**config.mk**
```make
export PLATFORM = sky130hd
export DESIGN_NAME = sccs_top
export DESIGN_NICKNAME = d
export VERILOG_FILES = /design/src/verilog/sccs_pkg.sv /design/src/verilog/sccs_edge_meter.sv /design/src/verilog/sccs_top.sv
export VERILOG_INCLUDE_DIRS = /design/src /design/src/verilog
export SDC_FILE = /design/constraint.sdc
export NUM_CORES = 1
export LEC_CHECK = 0
export BUFFER_PORTS_ARGS = -buffer_cell sky130_fd_sc_hd__buf_2
export CORE_MARGIN = 2
export CORE_UTILIZATION = 45
export DETAILED_ROUTE_END_ITERATION = 10
export GPL_ROUTABILITY_DRIVEN = 1
export GPL_TIMING_DRIVEN = 0
export HOLD_SLACK_MARGIN = 0.15
export PLACE_DENSITY = 0.71
export SETUP_SLACK_MARGIN = 0.2
export SLEW_MARGIN = 10
export SYNTH_ARGS = -nofsm -noshare
export SYNTH_HDL_FRONTEND = slang
export SYNTH_HIERARCHICAL = 1
export SYNTH_SLANG_ARGS = --single-unit
```
**constraint.sdc**
```tcl
create_clock -name clk_in -period 12.4 [get_ports clk_in]
set_clock_uncertainty 0.1 [all_clocks]
set_input_delay 1.86 -clock clk_in [delete_from_list [all_inputs] [get_ports clk_in]]
set_output_delay 1.86 -clock clk_in [all_outputs]
set_load 0.1 [all_outputs]
```
**src/verilog/sccs_defines.svh**
```systemverilog
// constants for the switching clock source select block
//
// Behaviour
// - With the mode strap low, a search for an external clock on the sync pin starts every time enable is asserted.
// - Once an external clock is found, the internal oscillator phase is realigned to each of its rising edges.
// - If the external clock is lost, the block moves to its internal oscillator at a frequency near the last one seen.
// - With the mode strap open, the block checks for an external clock after enable and follows it if present.
// - In auto-detect with no clock, the sync strap sets 200 kHz for low, 400 kHz for open, 1 MHz for high.
// - The sync and mode straps are sampled only during start-up and ignored until the next power cycle.
// - A frequency-set resistor on the sync pin selects one of nineteen frequencies from 200 kHz to 1333 kHz.
// - A frequency written over the management bus is realised as 8 MHz divided by a whole N from 6 to 40.
// - A written frequency that is not an exact divider result is replaced by the nearest allowed frequency.
// - On a shared sync line one device is strapped as clock output and every other one as auto-detect.
// - The frequency read back may differ slightly from the nominal value because of quantisation.
// - With the mode strap high, the block runs its internal 400 kHz oscillator, drives it out and never searches.
`ifndef SCCS_DEFINES_SVH
`define SCCS_DEFINES_SVH

`define SCCS_SYS_CLK_KHZ    20000
`define SCCS_OSC_KHZ        8000
`define SCCS_EXT_MIN_KHZ    200
`define SCCS_EXT_MAX_KHZ    1400
`define SCCS_FREQ_MIN_KHZ   200
`define SCCS_FREQ_MAX_KHZ   1333
`define SCCS_N_MIN          6
`define SCCS_N_MAX          40
`define SCCS_N_LOW          40
`define SCCS_N_OPEN         20
`define SCCS_N_HIGH         8
`define SCCS_N_RESET        20
// loss of clock: two periods of the slowest legal input
`define SCCS_LOSS_CYC       ((2 * `SCCS_SYS_CLK_KHZ) / `SCCS_EXT_MIN_KHZ)
`define SCCS_STRAP_SETTLE   4

`endif

```
**src/verilog/sccs_pkg.sv**
```systemverilog
// types for the switching clock source select block
`default_nettype none
package sccs_pkg;

    typedef enum logic [1:0] {
        SCCS_LVL_LOW  = 2'h0,
        SCCS_LVL_OPEN = 2'h1,
        SCCS_LVL_HIGH = 2'h2,
        SCCS_LVL_RES  = 2'h3
    } sccs_level_type;

    typedef enum logic [2:0] {
        SCCS_ST_STARTUP  = 3'h0,
        SCCS_ST_READY    = 3'h1,
        SCCS_ST_DETECT   = 3'h2,
        SCCS_ST_LOCKED   = 3'h3,
        SCCS_ST_HOLD     = 3'h4,
        SCCS_ST_INTERNAL = 3'h5,
        SCCS_ST_DRIVE    = 3'h6
    } sccs_state_type;

endpackage
`default_nettype wire

```
**src/verilog/sccs_edge_meter.sv**
```systemverilog
// period meter and loss detector for the incoming sync clock
`timescale 1ns/1ns
`default_nettype none
`include "sccs_defines.svh"
module sccs_edge_meter #(
    parameter int CNT_W = 8
) (
    input  wire logic             clk_in,
    input  wire logic             rst_b_in,
    input  wire logic             ce_in,
    input  wire logic             restart_in,
    input  wire logic             rise_in,
    output logic [CNT_W-1:0]      period_out,
    output logic                  period_valid_out,
    output logic                  timeout_out
);
    localparam logic [CNT_W-1:0] LOSS = CNT_W'(`SCCS_LOSS_CYC);

    logic [CNT_W-1:0] cnt_q, cnt_d;
    logic [CNT_W-1:0] per_q, per_d;
    logic             seen_q, seen_d;
    logic             val_q, val_d;
    logic             tmo_q, tmo_d;

    always_comb begin
        cnt_d  = (cnt_q == LOSS) ? cnt_q : cnt_q + CNT_W'(1);
        per_d  = per_q;
        seen_d = seen_q;
        val_d  = 1'b0;
        tmo_d  = (cnt_q == LOSS);
        if (restart_in) begin
            cnt_d  = '0;
            seen_d = 1'b0;
            tmo_d  = 1'b0;
        end else if (rise_in) begin
            cnt_d  = '0;
            seen_d = 1'b1;
            tmo_d  = 1'b0;
            if (seen_q) begin
                per_d = cnt_q + CNT_W'(1);
                val_d = 1'b1;
            end
        end
    end

    always_ff @(posedge clk_in or negedge rst_b_in) begin
        if (!rst_b_in) begin
            cnt_q  <= '0;
            per_q  <= '0;
            seen_q <= 1'b0;
            val_q  <= 1'b0;
            tmo_q  <= 1'b0;
        end else if (ce_in) begin
            cnt_q  <= cnt_d;
            per_q  <= per_d;
            seen_q <= seen_d;
            val_q  <= val_d;
            tmo_q  <= tmo_d;
        end
    end

    assign period_out       = per_q;
    assign period_valid_out = val_q;
    assign timeout_out      = tmo_q;

endmodule // sccs_edge_meter
`default_nettype wire

```
**src/verilog/sccs_top.sv**
```systemverilog
// switching clock source select: strap capture, sync detect, lock, holdover, frequency set
`timescale 1ns/1ns
`default_nettype none
`include "sccs_defines.svh"
module sccs_top (
    input  wire logic                    clk_in,
    input  wire logic                    rst_b_in,
    input  wire logic                    ce_in,
    input  wire logic                    en_in,
    input  wire sccs_pkg::sccs_level_type mode_strap_in,
    input  wire sccs_pkg::sccs_level_type sync_strap_in,
    input  wire logic [4:0]              freq_set_resistor_in,
    input  wire logic                    sync_in,
    input  wire logic                    freq_wr_in,
    input  wire logic [10:0]             freq_khz_in,
    output logic                         sw_clk_out,
    output logic                         sync_out,
    output logic                         sync_oe_out,
    output logic                         ext_lock_out,
    output logic                         holdover_out,
    output logic [5:0]                   fsw_div_out
);
    import sccs_pkg::*;

    // ****************************************
    // helpers
    // ****************************************
    function automatic logic [5:0] clamp_n(input logic [13:0] n);
        if (n < 14'(`SCCS_N_MIN))
            clamp_n = 6'(`SCCS_N_MIN);
        else if (n > 14'(`SCCS_N_MAX))
            clamp_n = 6'(`SCCS_N_MAX);
        else
            clamp_n = n[5:0];
    endfunction

    // nearest 8 MHz / N to a requested frequency in kHz
    function automatic logic [5:0] khz_to_n(input logic [10:0] f);
        logic [13:0] n_lo;
        logic [13:0] f_hi;
        logic [13:0] f_lo;
        logic [13:0] fw;
        fw = {3'h0, f};
        if (fw <= 14'(`SCCS_FREQ_MIN_KHZ)) begin
            khz_to_n = 6'(`SCCS_N_MAX);
        end else if (fw >= 14'(`SCCS_FREQ_MAX_KHZ)) begin
            khz_to_n = 6'(`SCCS_N_MIN);
        end else begin
            n_lo = 14'(`SCCS_OSC_KHZ) / fw;
            f_hi = 14'(`SCCS_OSC_KHZ) / n_lo;
            f_lo = 14'(`SCCS_OSC_KHZ) / (n_lo + 14'h1);
            if ((f_hi - fw) <= (fw - f_lo))
                khz_to_n = clamp_n(n_lo);
            else
                khz_to_n = clamp_n(n_lo + 14'h1);
        end
    endfunction

    // measured input period in system cycles to the nearest divider
    // the product needs 21 bits for the longest period, so keep it wide until after the divide
    function automatic logic [5:0] period_to_n(input logic [7:0] p);
        logic [23:0] num;
        num = 24'(`SCCS_OSC_KHZ) * {16'h0000, p};
        period_to_n = clamp_n(14'((num + 24'(`SCCS_SYS_CLK_KHZ / 2)) / 24'(`SCCS_SYS_CLK_KHZ)));
    endfunction

    // nineteen resistor positions, each an exact 8 MHz / N setting
    function automatic logic [5:0] res_to_n(input logic [4:0] idx);
        unique case (idx)
            5'h00: res_to_n = 6'h28;
            5'h01: res_to_n = 6'h24;
            5'h02: res_to_n = 6'h21;
            5'h03: res_to_n = 6'h1e;
            5'h04: res_to_n = 6'h1b;
            5'h05: res_to_n = 6'h19;
            5'h06: res_to_n = 6'h16;
            5'h07: res_to_n = 6'h14;
            5'h08: res_to_n = 6'h13;
            5'h09: res_to_n = 6'h11;
            5'h0a: res_to_n = 6'h0f;
            5'h0b: res_to_n = 6'h0e;
            5'h0c: res_to_n = 6'h0d;
            5'h0d: res_to_n = 6'h0b;
            5'h0e: res_to_n = 6'h0a;
            5'h0f: res_to_n = 6'h09;
            5'h10: res_to_n = 6'h08;
            5'h11: res_to_n = 6'h07;
            5'h12: res_to_n = 6'h06;
            default: res_to_n = 6'(`SCCS_N_MAX);
        endcase
    endfunction

    // ****************************************
    // pin synchronisers
    // ****************************************
    logic [1:0] mode_m_q, mode_s_q, strap_m_q, strap_s_q;
    logic [4:0] res_m_q, res_s_q;
    logic       en_m_q, en_s_q, sync_m_q, sync_s_q, sync_p_q;

    always_ff @(posedge clk_in or negedge rst_b_in) begin
        if (!rst_b_in) begin
            mode_m_q  <= 2'h0;
            mode_s_q  <= 2'h0;
            strap_m_q <= 2'h0;
            strap_s_q <= 2'h0;
            res_m_q   <= 5'h00;
            res_s_q   <= 5'h00;
            en_m_q    <= 1'b0;
            en_s_q    <= 1'b0;
            sync_m_q  <= 1'b0;
            sync_s_q  <= 1'b0;
            sync_p_q  <= 1'b0;
        end else if (ce_in) begin
            mode_m_q  <= mode_strap_in;
            mode_s_q  <= mode_m_q;
            strap_m_q <= sync_strap_in;
            strap_s_q <= strap_m_q;
            res_m_q   <= freq_set_resistor_in;
            res_s_q   <= res_m_q;
            en_m_q    <= en_in;
            en_s_q    <= en_m_q;
            sync_m_q  <= sync_in;
            sync_s_q  <= sync_m_q;
            sync_p_q  <= sync_s_q;
        end
    end

    logic sync_rise;
    assign sync_rise = sync_s_q & ~sync_p_q;

    // ****************************************
    // period meter
    // ****************************************
    sccs_state_type state_q, state_d;
    logic [7:0]     period;
    logic           period_valid;
    logic           ext_lost;

    sccs_edge_meter #(
        .CNT_W            (8)
    ) u_meter (
        .clk_in           (clk_in),
        .rst_b_in         (rst_b_in),
        .ce_in            (ce_in),
        .restart_in       (state_q == SCCS_ST_READY),
        .rise_in          (sync_rise),
        .period_out       (period),
        .period_valid_out (period_valid),
        .timeout_out      (ext_lost)
    );

    // ****************************************
    // control state and frequency setting
    // ****************************************
    sccs_level_type mode_q, mode_d;
    logic [5:0]     strap_n_q, strap_n_d;
    logic [5:0]     n_q, n_d;
    logic [2:0]     settle_q, settle_d;
    logic           strap_done_q, strap_done_d;

    always_comb begin
        state_d      = state_q;
        mode_d       = mode_q;
        strap_n_d    = strap_n_q;
        n_d          = n_q;
        settle_d     = settle_q;
        strap_done_d = strap_done_q;
        unique case (state_q)
            SCCS_ST_STARTUP: begin
                settle_d = settle_q + 3'h1;
                // straps are read once here and never again until reset
                if (settle_q == 3'(`SCCS_STRAP_SETTLE)) begin
                    strap_done_d = 1'b1;
                    mode_d       = sccs_level_type'(mode_s_q);
                    unique case (sccs_level_type'(strap_s_q))
                        SCCS_LVL_LOW:  strap_n_d = 6'(`SCCS_N_LOW);
                        SCCS_LVL_OPEN: strap_n_d = 6'(`SCCS_N_OPEN);
                        SCCS_LVL_HIGH: strap_n_d = 6'(`SCCS_N_HIGH);
                        SCCS_LVL_RES:  strap_n_d = res_to_n(res_s_q);
                    endcase
                    if (sccs_level_type'(mode_s_q) == SCCS_LVL_HIGH) begin
                        n_d     = 6'(`SCCS_N_OPEN);
                        state_d = SCCS_ST_DRIVE;
                    end else begin
                        state_d = SCCS_ST_READY;
                    end
                end
            end
            SCCS_ST_READY: begin
                if (en_s_q)
                    state_d = SCCS_ST_DETECT;
            end
            SCCS_ST_DETECT: begin
                if (!en_s_q)
                    state_d = SCCS_ST_READY;
                else if (period_valid)
                    state_d = SCCS_ST_LOCKED;
                else if (ext_lost) begin
                    state_d = SCCS_ST_INTERNAL;
                    if (mode_q == SCCS_LVL_OPEN)
                        n_d = strap_n_q;
                end
            end
            SCCS_ST_LOCKED: begin
                if (!en_s_q)
                    state_d = SCCS_ST_READY;
                else if (ext_lost)
                    state_d = SCCS_ST_HOLD;
            end
            SCCS_ST_HOLD, SCCS_ST_INTERNAL: begin
                if (!en_s_q)
                    state_d = SCCS_ST_READY;
            end
            SCCS_ST_DRIVE: begin
                state_d = SCCS_ST_DRIVE;
            end
            default: state_d = SCCS_ST_STARTUP;
        endcase
        // in DETECT and LOCKED a measured period sets the divider; bus writes apply only in the other states
        if (period_valid && (state_q == SCCS_ST_DETECT || state_q == SCCS_ST_LOCKED))
            n_d = period_to_n(period);
        else if (freq_wr_in && strap_done_q && state_q != SCCS_ST_LOCKED && state_q != SCCS_ST_DETECT)
            n_d = khz_to_n(freq_khz_in);
    end

    always_ff @(posedge clk_in or negedge rst_b_in) begin
        if (!rst_b_in) begin
            state_q      <= SCCS_ST_STARTUP;
            mode_q       <= SCCS_LVL_LOW;
            strap_n_q    <= 6'(`SCCS_N_RESET);
            n_q          <= 6'(`SCCS_N_RESET);
            settle_q     <= 3'h0;
            strap_done_q <= 1'b0;
        end else if (ce_in) begin
            state_q      <= state_d;
            mode_q       <= mode_d;
            strap_n_q    <= strap_n_d;
            n_q          <= n_d;
            settle_q     <= settle_d;
            strap_done_q <= strap_done_d;
        end
    end

    // ****************************************
    // internal oscillator
    // ****************************************
    // steps of two against a wrap of 5N give exactly 8 MHz / N on average;
    // the edge jitter of one system cycle is the quantisation seen on readback
    logic [8:0] acc_q, acc_d, wrap, acc_inc;
    logic       running, osc_hi;
    logic       sw_clk_d, sync_d, sync_oe_d, lock_d, hold_d;

    always_comb begin
        wrap    = 9'(n_q) * 9'h005;
        acc_inc = acc_q + 9'h002;
        acc_d   = (acc_inc >= wrap) ? acc_inc - wrap : acc_inc;
        if (state_q == SCCS_ST_LOCKED && sync_rise)
            acc_d = 9'h000;
        osc_hi    = {acc_q, 1'b0} < {1'b0, wrap};
        running   = en_s_q && (state_q == SCCS_ST_LOCKED || state_q == SCCS_ST_HOLD ||
                               state_q == SCCS_ST_INTERNAL || state_q == SCCS_ST_DRIVE);
        sw_clk_d  = running && osc_hi;
        sync_oe_d = (state_q == SCCS_ST_DRIVE);
        sync_d    = sync_oe_d && osc_hi;
        lock_d    = (state_q == SCCS_ST_LOCKED);
        hold_d    = (state_q == SCCS_ST_HOLD);
    end

    always_ff @(posedge clk_in or negedge rst_b_in) begin
        if (!rst_b_in) begin
            acc_q        <= 9'h000;
            sw_clk_out   <= 1'b0;
            sync_out     <= 1'b0;
            sync_oe_out  <= 1'b0;
            ext_lock_out <= 1'b0;
            holdover_out <= 1'b0;
            fsw_div_out  <= 6'(`SCCS_N_RESET);
        end else if (ce_in) begin
            acc_q        <= acc_d;
            sw_clk_out   <= sw_clk_d;
            sync_out     <= sync_d;
            sync_oe_out  <= sync_oe_d;
            ext_lock_out <= lock_d;
            holdover_out <= hold_d;
            fsw_div_out  <= n_q;
        end
    end
endmodule // sccs_top
`default_nettype wire

```
Word level (Yosys, flattened, before mapping)
Memories as Yosys holds them, arrays and structs flattened.
Index checks and enable logic that the tools add are counted.
- reduce and logical (&&, ||, !) cells: 24
- add/sub/neg operators: 8
- muxes and demuxes: 41
- magnitude comparators: 11
- multiply operators: 2
- bitwise operators: 3
- div/mod/pow operators: 4
- equal/unequal tests: 27
- operators by type and width (operator ; count):
    two-way mux 6 bit ; 17
    greater-than comparator 14 x 6 -> 1 bit, second input constant ; 3
    less-than comparator 14 x 3 -> 1 bit, second input constant ; 3
    divider 13 x 14 -> 14 bit, first input constant ; 2
    two-way mux 3 bit ; 9
    divider 24 x 15 -> 24 bit, second input constant ; 1
    two-way mux 8 bit ; 3
    one-hot mux 6 bit (4 select lines) ; 1
    adder 21 x 14 -> 22 bit, second input constant ; 1
    two-way mux 9 bit ; 2
    one-hot mux 3 bit (6 select lines) ; 1
    multiplier 7 x 8 -> 15 bit, first input constant ; 1
    adder 14 x 1 -> 14 bit, second input constant ; 1
    divider 13 x 11 -> 14 bit, first input constant ; 1
    <= comparator 14 bit ; 1
    subtractor 11 x 14 -> 14 bit ; 1
    subtractor 14 x 11 -> 14 bit ; 1
    equality test 3 bit, second input constant ; 4
    inequality test 3 x 2 -> 1 bit, second input constant ; 4
    inequality test 4 x 2 -> 1 bit, second input constant ; 3
    inequality test 4 bit, second input constant ; 3
    one-hot mux 6 bit (2 select lines) ; 1
    >= comparator 11 bit, second input constant ; 1
    <= comparator 11 x 8 -> 1 bit, second input constant ; 1
    29 further kinds ; 54
- input bits: 26
- output and inout port bits: 11
- memories kept: 1
- bits in read-only memories: 192
- logic and storage cells: 150
- register bits: 83
- memories (memory ; words ; bits a word ; rd ports ; clocked after memory_dff ; write ports ; line ; RTL):
    (no name shown) ; 32 ; 6 ; 1 ; 0 ; 0 ; sccs_top.sv:69 ; unique case (idx)

Logic depth before layout (Yosys ltp)
Gate-level depths: netlist (run 1).
- depth in word-level cells: 10
- gate-level depth with buffers: 331
- gate-level depth less buffers: 307

By module
Netlist (run 1), hierarchy kept.
- by module, submodules not included (module ; cells each ; area an instance (µm²) ; instances):
    sccs_top ; 3186 ; 23671.5 ; 1
    sccs_edge_meter ; 89 ; 907.1 ; 1

Worst setup path before layout (run 1)
No wires, ideal clock.
- path kind: input-to-reg
- start point: input freq_khz_in[8]
- end point: register n_q[0]
- arrival: 59080 ps
- slack: -46874 ps
- buffers on the path: 30
- stages: 315
- setup time: 94 ps
- path through: or3_1 > buf_6 > or4b_4 > buf_6 > nor2_4 > inv_1 > ha_1 > a21o_1 > o21a_1 > o21a_1 > clkinv_1 > nor2_1 > inv_1 > ha_1 > a21o_1 > o21a_1 > o21ai_0 > a21oi_2 > [... 279 more ...] > a21oi_1 > nor2b_1 > o21ai_0 > nand2b_1 > a21oi_1 > nor2b_1 > o21ai_0 > nand2b_1 > a21oi_1 > nor2_1 > nor2_1 > o21ai_0 > o32ai_1 > a32oi_1 > o21ai_0 > o21bai_1 > a311oi_1 > a211oi_1
- longest elaborated chain between the ends: 10
- ends and longest elaborated chain (item ; line ; RTL):
    start: declaration ; sccs_top.sv:15 ; input wire logic [10:0] freq_khz_in,
    divider 13 x 11 -> 14 bit ; sccs_top.sv:49 ; n_lo = 14'(`SCCS_OSC_KHZ) / fw;
    adder 14 x 1 -> 14 bit ; sccs_top.sv:51, sccs_top.sv:55 ;
    divider 13 x 14 -> 14 bit or greater-than comparator 14 x 6 -> 1 bit (tied branches) ; sccs_top.sv:51, sccs_top.sv:31 ;
    subtractor 11 x 14 -> 14 bit or two-way mux 6 bit (tied branches) ; sccs_top.sv:52, sccs_top.sv:31 ;
    <= comparator 14 bit or two-way mux 6 bit (tied branches) ; sccs_top.sv:52, sccs_top.sv:29 ;
    two-way mux 6 bit ; sccs_top.sv:52 ; if ((f_hi - fw) <= (fw - f_lo))
    two-way mux 6 bit ; sccs_top.sv:46 ; end else if (fw >= 14'(`SCCS_FREQ_MAX_KHZ)) begin
    two-way mux 6 bit (*) ; sccs_top.sv:44 ; if (fw <= 14'(`SCCS_FREQ_MIN_KHZ)) begin
    two-way mux 6 bit (*) ; sccs_top.sv:222 ; else if (freq_wr_in && strap_done_q && state_q != SCCS_ST_LOCKED && state_q != SCCS_ST_DETECT)
    two-way mux 6 bit (*) ; sccs_top.sv:220 ; if (period_valid && (state_q == SCCS_ST_DETECT || state_q == SCCS_ST_LOCKED))
    end signal: assignment ; sccs_top.sv:231 ; n_q <= 6'(`SCCS_N_RESET);
    end signal: assignment ; sccs_top.sv:238 ; n_q <= n_d;
    end: declaration ; sccs_top.sv:157 ; logic [5:0] n_q, n_d;
Mark *: on every way between the ends. The rest lies on a longest branch, timed or not.
A chain may end at the register's enable or synchronous reset.

Worst setup path in the final report (run 1)
- start point: input freq_khz_in[9]
- end point: register n_q[0]
Same word-level chain as after synthesis.

==> results of run 1 <==
## critical path, delay by kind of cell
family	cells	cell delay (ps)
fa+ha+maj	27	7720
mux	6	1770
buf+inv	63	7880
compound gates	155	26160
simple gates	63	8340
xor+xnor	2	380
## area by class of cell
| cell class | instances | area (um^2) |
|---|---|---|
| timing repair buffer | 552 | 4330 |
| buffer | 91 | 1050 |
| multi-input combinational | 2891 | 23700 |
| clock inverter | 6 | 65.1 |
| fill | 4235 | 20700 |
| tap | 696 | 871 |
| sequential | 83 | 2080 |
| clock buffer | 10 | 229 |
| inverter | 210 | 866 |
## cells in the final DEF, fill, tap and decap left out, types with 27 or more instances in the layout
cell,count
buf_4,482
ha_1,321
nor2_1,250
nand2_1,228
inv_1,174
o21ai_0,160
a21oi_1,154
xnor2_1,143
a21o_1,138
mux2_2,84
nand3_1,83
o21a_1,79
xor2_1,77
dfrtp_1,77
nand2b_1,68
nor3_1,66
a21oi_2,59
nor2b_1,49
ha_4,49
o21ai_1,45
o21ai_2,42
buf_2,42
nand4_1,38
buf_6,31
o211ai_1,31
a211oi_1,30
and3_1,27
a31oi_1,27
## routing by layer
metal	track usage (%)	vias up	share of wire, %
met5	0	-	0
met4	14.7	0	7.5
met3	4.59	656	9.9
met2	49.7	1732	44
met1	37.8	13600	38
li1	-	13300	-
## cells in the mapped netlist (8+ instances only)
cell type,instances,area (um^2)
o2111ai_1,11,96.3
a221oi_1,9,78.8
a31o_2,8,70.1
a2111oi_0,11,96.3
xnor2_1,150,1310
fa_1,26,521
ha_1,383,4790
nor2_1,279,1050
nand3_1,87,435
o311ai_0,9,78.8
clkbuf_1,59,221
o221ai_1,8,70.1
a311oi_1,9,78.8
a31oi_1,33,206
a21o_1,138,1040
inv_1,202,758
and3_1,31,194
buf_2,11,55.1
nand2b_1,70,438
o21ai_0,246,1230
dfrtp_1,77,1930
o22ai_1,14,87.6
and2_1,29,181
nor3_1,69,345
a21boi_0,23,173
mux2_2,99,1110
o21a_1,83,623
mux2i_1,29,290
nor3b_1,11,82.6
a211oi_1,35,263
buf_1,17,63.8
or3_1,20,125
nand4_1,38,238
xor2_1,78,683
o31ai_1,39,293
a21oi_1,216,1080
or2_2,16,100
o21bai_1,29,218
nor4_1,12,75.1
nand2_1,254,953
a41oi_1,10,87.6
o211ai_1,31,233
nor2b_1,52,325
## how the worst max path moves through the flow
stage | end | cells after the start
5_1_grt | n_q[0] | 311
3_5_place_dp | n_q[0] | 311
6_report | n_q[0] | 316
3_3_place_gp | n_q[0] | 311
2_1_floorplan | n_q[0] | 313
4_1_cts | n_q[0] | 316
## flip-flops by register name (all words and copies together), names as in the netlist, 2 cells and up
register and cells:
acc_q 9, fsw_div_out 6, mode_m_q 2, mode_q 2, mode_s_q 2, n_q 6
res_m_q 5, res_s_q 5, settle_q 3, state_q 3, strap_m_q 2, strap_n_q 6
strap_s_q 2, u_meter/cnt_q 8, u_meter/period_out 8
## stage by stage
| step | setup slack [ps] | TNS, ps | hold WS [ps] | util [%] | cells |
|---|---|---|---|---|---|
| 5_1_grt | -43520 | -258740 | 404 | 61.7 | 4539 |
| 3_3_place_gp | -45940 | -271700 | 353 | 50.0 | 4007 |
| 6_report | -41900 | -249600 | 371 | 61.7 | 4539 |
| 4_1_cts | -38330 | -228730 | 370 | 58.4 | 4424 |
| 3_5_place_dp | -46030 | -271990 | 352 | 50.1 | 4010 |
| 2_1_floorplan | -37360 | -221230 | 333 | - | 3275 |
## kinds of logic after synthesis
logic type | count (synthesis)
other | 2
adders and majority gates | 411
DFF | 83
muxes | 135
AOI/OAI and AO/OA | 1088
buffers and inverters | 301
and+or+nand+nor | 1025
xor gates and xnor gates | 230
## timing repair
action,CTS,global route
gates cloned,5,0
endpoints found under the setup margin,6,6
setup buffers,393,114
pin swaps,232,233
endpoints found under the hold margin,0,0
gates resized for setup,216,205
==> impl_metrics.yaml, run 1 <==
drt:
  postRouteAntennaNets: 0
  dr.pass1.iters: 8
  wirelength_um: 96600
  drtIter0Drc: 3145
  via_per_inst: 6.45
  wl_per_cell_um: 21.3
  remaining_drc_errors: 0
  vias: 29300
critical_path:
  r2r-start: "u_meter/period_out[0]"
  critical_path.startpoint: "freq_khz_in[9]"
  worst_path_largest_cell_delay_ps: 550
  path_max_fanout: 7
  rr_endpoint: "n_q[0]"
  r2r_slack_ps: 730
  cp_slowest_cell: "or4b_4"
  cp.required_ps: 12550
  arrival_ps: 54450
  start_kind: "primary input"
  path_class: "primary input to register"
  worstRegToRegCells: 35
  critPathMostFrequentCell: "a21o_1"
  worstSetupEndpointType: "register"
floorplan:
  boundaryPins: 37
  core_um2: 53900
  die_h_um: 238
  die-area_um2: 56500
  rows: 85
  die_w_um: 238
  initial_utilization_pct: 45.6
timing:
  fmaxAchievable_ghz: 0.0184
  fin_crit_ps: 54300
  setup_slack_ps: -41900
  relSlewSlack_pct: 4.55
  period_share_pct: 438
  drv_slew: 0
  setup_violations: 6
  worstMarginPinSlew_ps: 1420
  rsz0062_at_grt: "true"
  final_hold_viol_count: 0
logic_synthesis:
  synthXorXnorAreaFrac_pct: 8.26
  synth_adder_area_share_pct: 21.7
  ys_types: 119
  synth_compound_area_share_pct: 30.1
  async_flop_share_pct: 100
  synth-edff-count: 0
  syn_inst: 3275
  synth_top_family_by_area: "compound AO/OA/AOI/OAI gates"
  netlist_area_um2: 24600
  synth_ff_type: "dfrtp_1"
  ys_ff_latch: 83
  synth_fp_nets: 3710
  synth_mux_area_share_pct: 6.17
  yosysWarnings: 6
  synth_seq_area_share_pct: 8.48
  synth_area_per_cell_um2: 7.50
  synthSimpleGateAreaFrac_pct: 20.5
flow_run:
  maxCapViolations: 0
cts:
  hold_buffers: 0
  cts-root-buf: "clkbuf_16"
  clock-sinks: 83
  clkSlewWorstSetupHoldPaths_ps: 60
  cts_max_level: 3
  clockBufferDepth: 2
  clk_latency_ps: 340
  numCtsBuffers: 9
  tritoncts: "yes"
grt:
  antenna_found_initial: 2
  gr-usage-all-layers_pct: 30.0
  globalRouteOverflowTotal: 0
  grt_pass1_wl_um: 139000
  grt_max_degree: 59
  grt_pass1_vias: 27200
placed_design:
  gp_congestion: 0.922
  place_area_um2: 27000
  post-dp-hpwl_um: 56200
  port_buffers: 36
cells_and_area:
  drive_gt1_share_pct: 31.2
  nNetsFinal: 4273
  area_growth_pct: 35.3
  antennaDiodeCount: 0
  final_area_um2: 33200
run_status:
  status: "finished with violations"
  failed_checks: "negative setup slack"
worst_hold_path:
  hold_path_end: "strap_done_q"
  hold_path_depth: 1
  hold_start: "strap_done_q"
  hp-class: "register to register"
Power of run 1 is left out: the tool's default activity adds up to more than one toggle a clock period on the data nets, which glitch-free logic cannot reach.
==> run 2, diff against run 1 <==
Settings changed: BUFFER_PORTS_ARGS -buffer_cell sky130_fd_sc_hd__buf_2 to -buffer_cell sky130_fd_sc_hd__buf_4.
==> run 2 against run 1 <==
  * The run still ends with negative setup slack left
  * Non-clock buffer count is 40 lower
  * Final cell count is 0.88% lower
  * Fmax is 2.1% higher
  * Flip-flop and latch count stayed put
  * Via count is 3.9% lower
  * Largest cell class unchanged
==> impl_metrics.yaml, run 2 (synthesized netlist as in run 1, its figures left out) <==
critical_path:
  critPathTopFamily: "compound AO/OA/AOI/OAI gates"
  path_max_fanout: 7
  cp.required_ps: 12550
  arrival_ps: 53310
  worstSetupEndpointType: "register"
  path_class: "primary input to register"
  crit_buf_inv: 82
  cp_slowest_cell: "or4b_4"
  critPathMostFrequentCell: "buf_4"
  worst_path_largest_cell_delay_ps: 550
  start_kind: "primary input"
cts:
  clockBufferDepth: 2
  numCtsBuffers: 9
  clock-sinks: 83
  cts_max_level: 3
  clkSlewWorstSetupHoldPaths_ps: 70
  tritoncts: "yes"
  clk_latency_ps: 340
  cts-root-buf: "clkbuf_16"
floorplan:
  core_um2: 53900
  initial_utilization_pct: 45.6
  die_w_um: 238
  rows: 85
  boundaryPins: 37
  die-area_um2: 56500
  die_h_um: 238
drt:
  dr.pass1.iters: 6
  via_per_inst: 6.25
  postRouteAntennaNets: 0
  drtIter0Drc: 2384
  wirelength_um: 87500
  remaining_drc_errors: 0
  vias: 28100
  wl_per_cell_um: 19.5
timing:
  relSlewSlack_pct: 8.96
  final_hold_viol_count: 0
  worstMarginPinSlew_ps: 1350
  rsz0062_at_grt: "true"
  setup_slack_ps: -40760
  fmaxAchievable_ghz: 0.0188
  fin_crit_ps: 53160
  setup_violations: 6
  drv_slew: 0
  period_share_pct: 429
  tns_ps: -243790
grt:
  antenna_found_initial: 0
  grt_pass1_wl_um: 132000
  globalRouteOverflowTotal: 0
  gr-usage-all-layers_pct: 27.9
  grt_max_degree: 84
  grt_pass1_vias: 26000
run_status:
  failed_checks: "negative setup slack"
  status: "finished with violations"
flow_run:
  maxCapViolations: 0
cells_and_area:
  top_register: "acc_q"
  final_common_cell: "buf_4"
  antennaDiodeCount: 0
  nNetsFinal: 4233
  area_growth_pct: 33.7
  drive_gt1_share_pct: 29.9
  final_area_um2: 32900
  final_util_pct: 60.9
  largest_register_ffs: 9
  final_cell_mix: "buf_4, ha_1, nor2_1"
  fillers: 4402
worst_hold_path:
  hp-class: "register to register"
placed_design:
  place_area_um2: 27100
  post-dp-hpwl_um: 56500
  port_buffers: 36
  gp_congestion: 0.914
## run 2: cell types whose count changed in the layout (fill, tap and decap cells not counted), sizes merged
cell      before  now
clkbuf        67   64
inv          203  202
bufinv         1    0
clkinvlp       3    5
buf          583  546
## run 2: metal layers
metal	wire length (um)	share of wire (%)	vias up	global-route usage [%]
met1	35900	41	13300	35.8
met2	40400	46	1219	47.4
met5	0	0	-	0
met3	5930	6.8	455	3.23
li1	-	-	13200	-
met4	5300	6.1	0	11.9
## run 2: timing repair
item,CTS,global route
setup endpoints to repair,6,6
gates cloned,5,0
buffers inserted,341,127
gates resized for setup,208,175
pin swaps,232,206
hold buffers,0,0
## run 2: worst paths after layout
kind                                             from               end  slack (ps)  depth (start not counted)
worst max-delay path                   freq_khz_in[8]            n_q[0]      -40760                        320
worst min-delay path                     strap_n_q[4]      strap_n_q[4]         380                          2
worst max register to register  u_meter/period_out[0]            n_q[0]         760                         37
worst min register to register           strap_n_q[4]      strap_n_q[4]         380                          2
max in group asynchronous                    rst_b_in          sync_p_q        9940                          1
min in group asynchronous                    rst_b_in  u_meter/cnt_q[6]        1600                          1
## run 2: stage by stage
stage / instances / hold WS [ps] / setup WS (ps)
4_1_cts: 4372 / 379 / -38780
3_3_place_gp: 4007 / 352 / -45770
2_1_floorplan: 3275 / 333 / -37360
6_report: 4499 / 377 / -40760
5_1_grt: 4499 / 409 / -42770
3_5_place_dp: 4010 / 364 / -45870
## run 2: worst register-to-register path: cells and delay by family (launching register included)
family	cells	cell delay [ps]
AO/OA/AOI/OAI	18	5570
adder cells (fa/ha/maj)	6	2610
AND/OR/NAND/NOR	6	1610
multiplexers	2	570
flip-flops	1	510
buffers and inverters	4	440
XOR/XNOR	1	150
## run 2: layout make-up
class,instances,area (um^2),area share (%)
timing repair buffer,512,4080,12.4
clock inverter,6,48.8,0.149
inverter,210,868,2.64
tap,696,871,2.65
buffer,91,1030,3.14
clock buffer,10,239,0.727
sequential,83,2080,6.34
multi-input combinational,2891,23600,71.9
Power of run 2 is left out for the same reason.
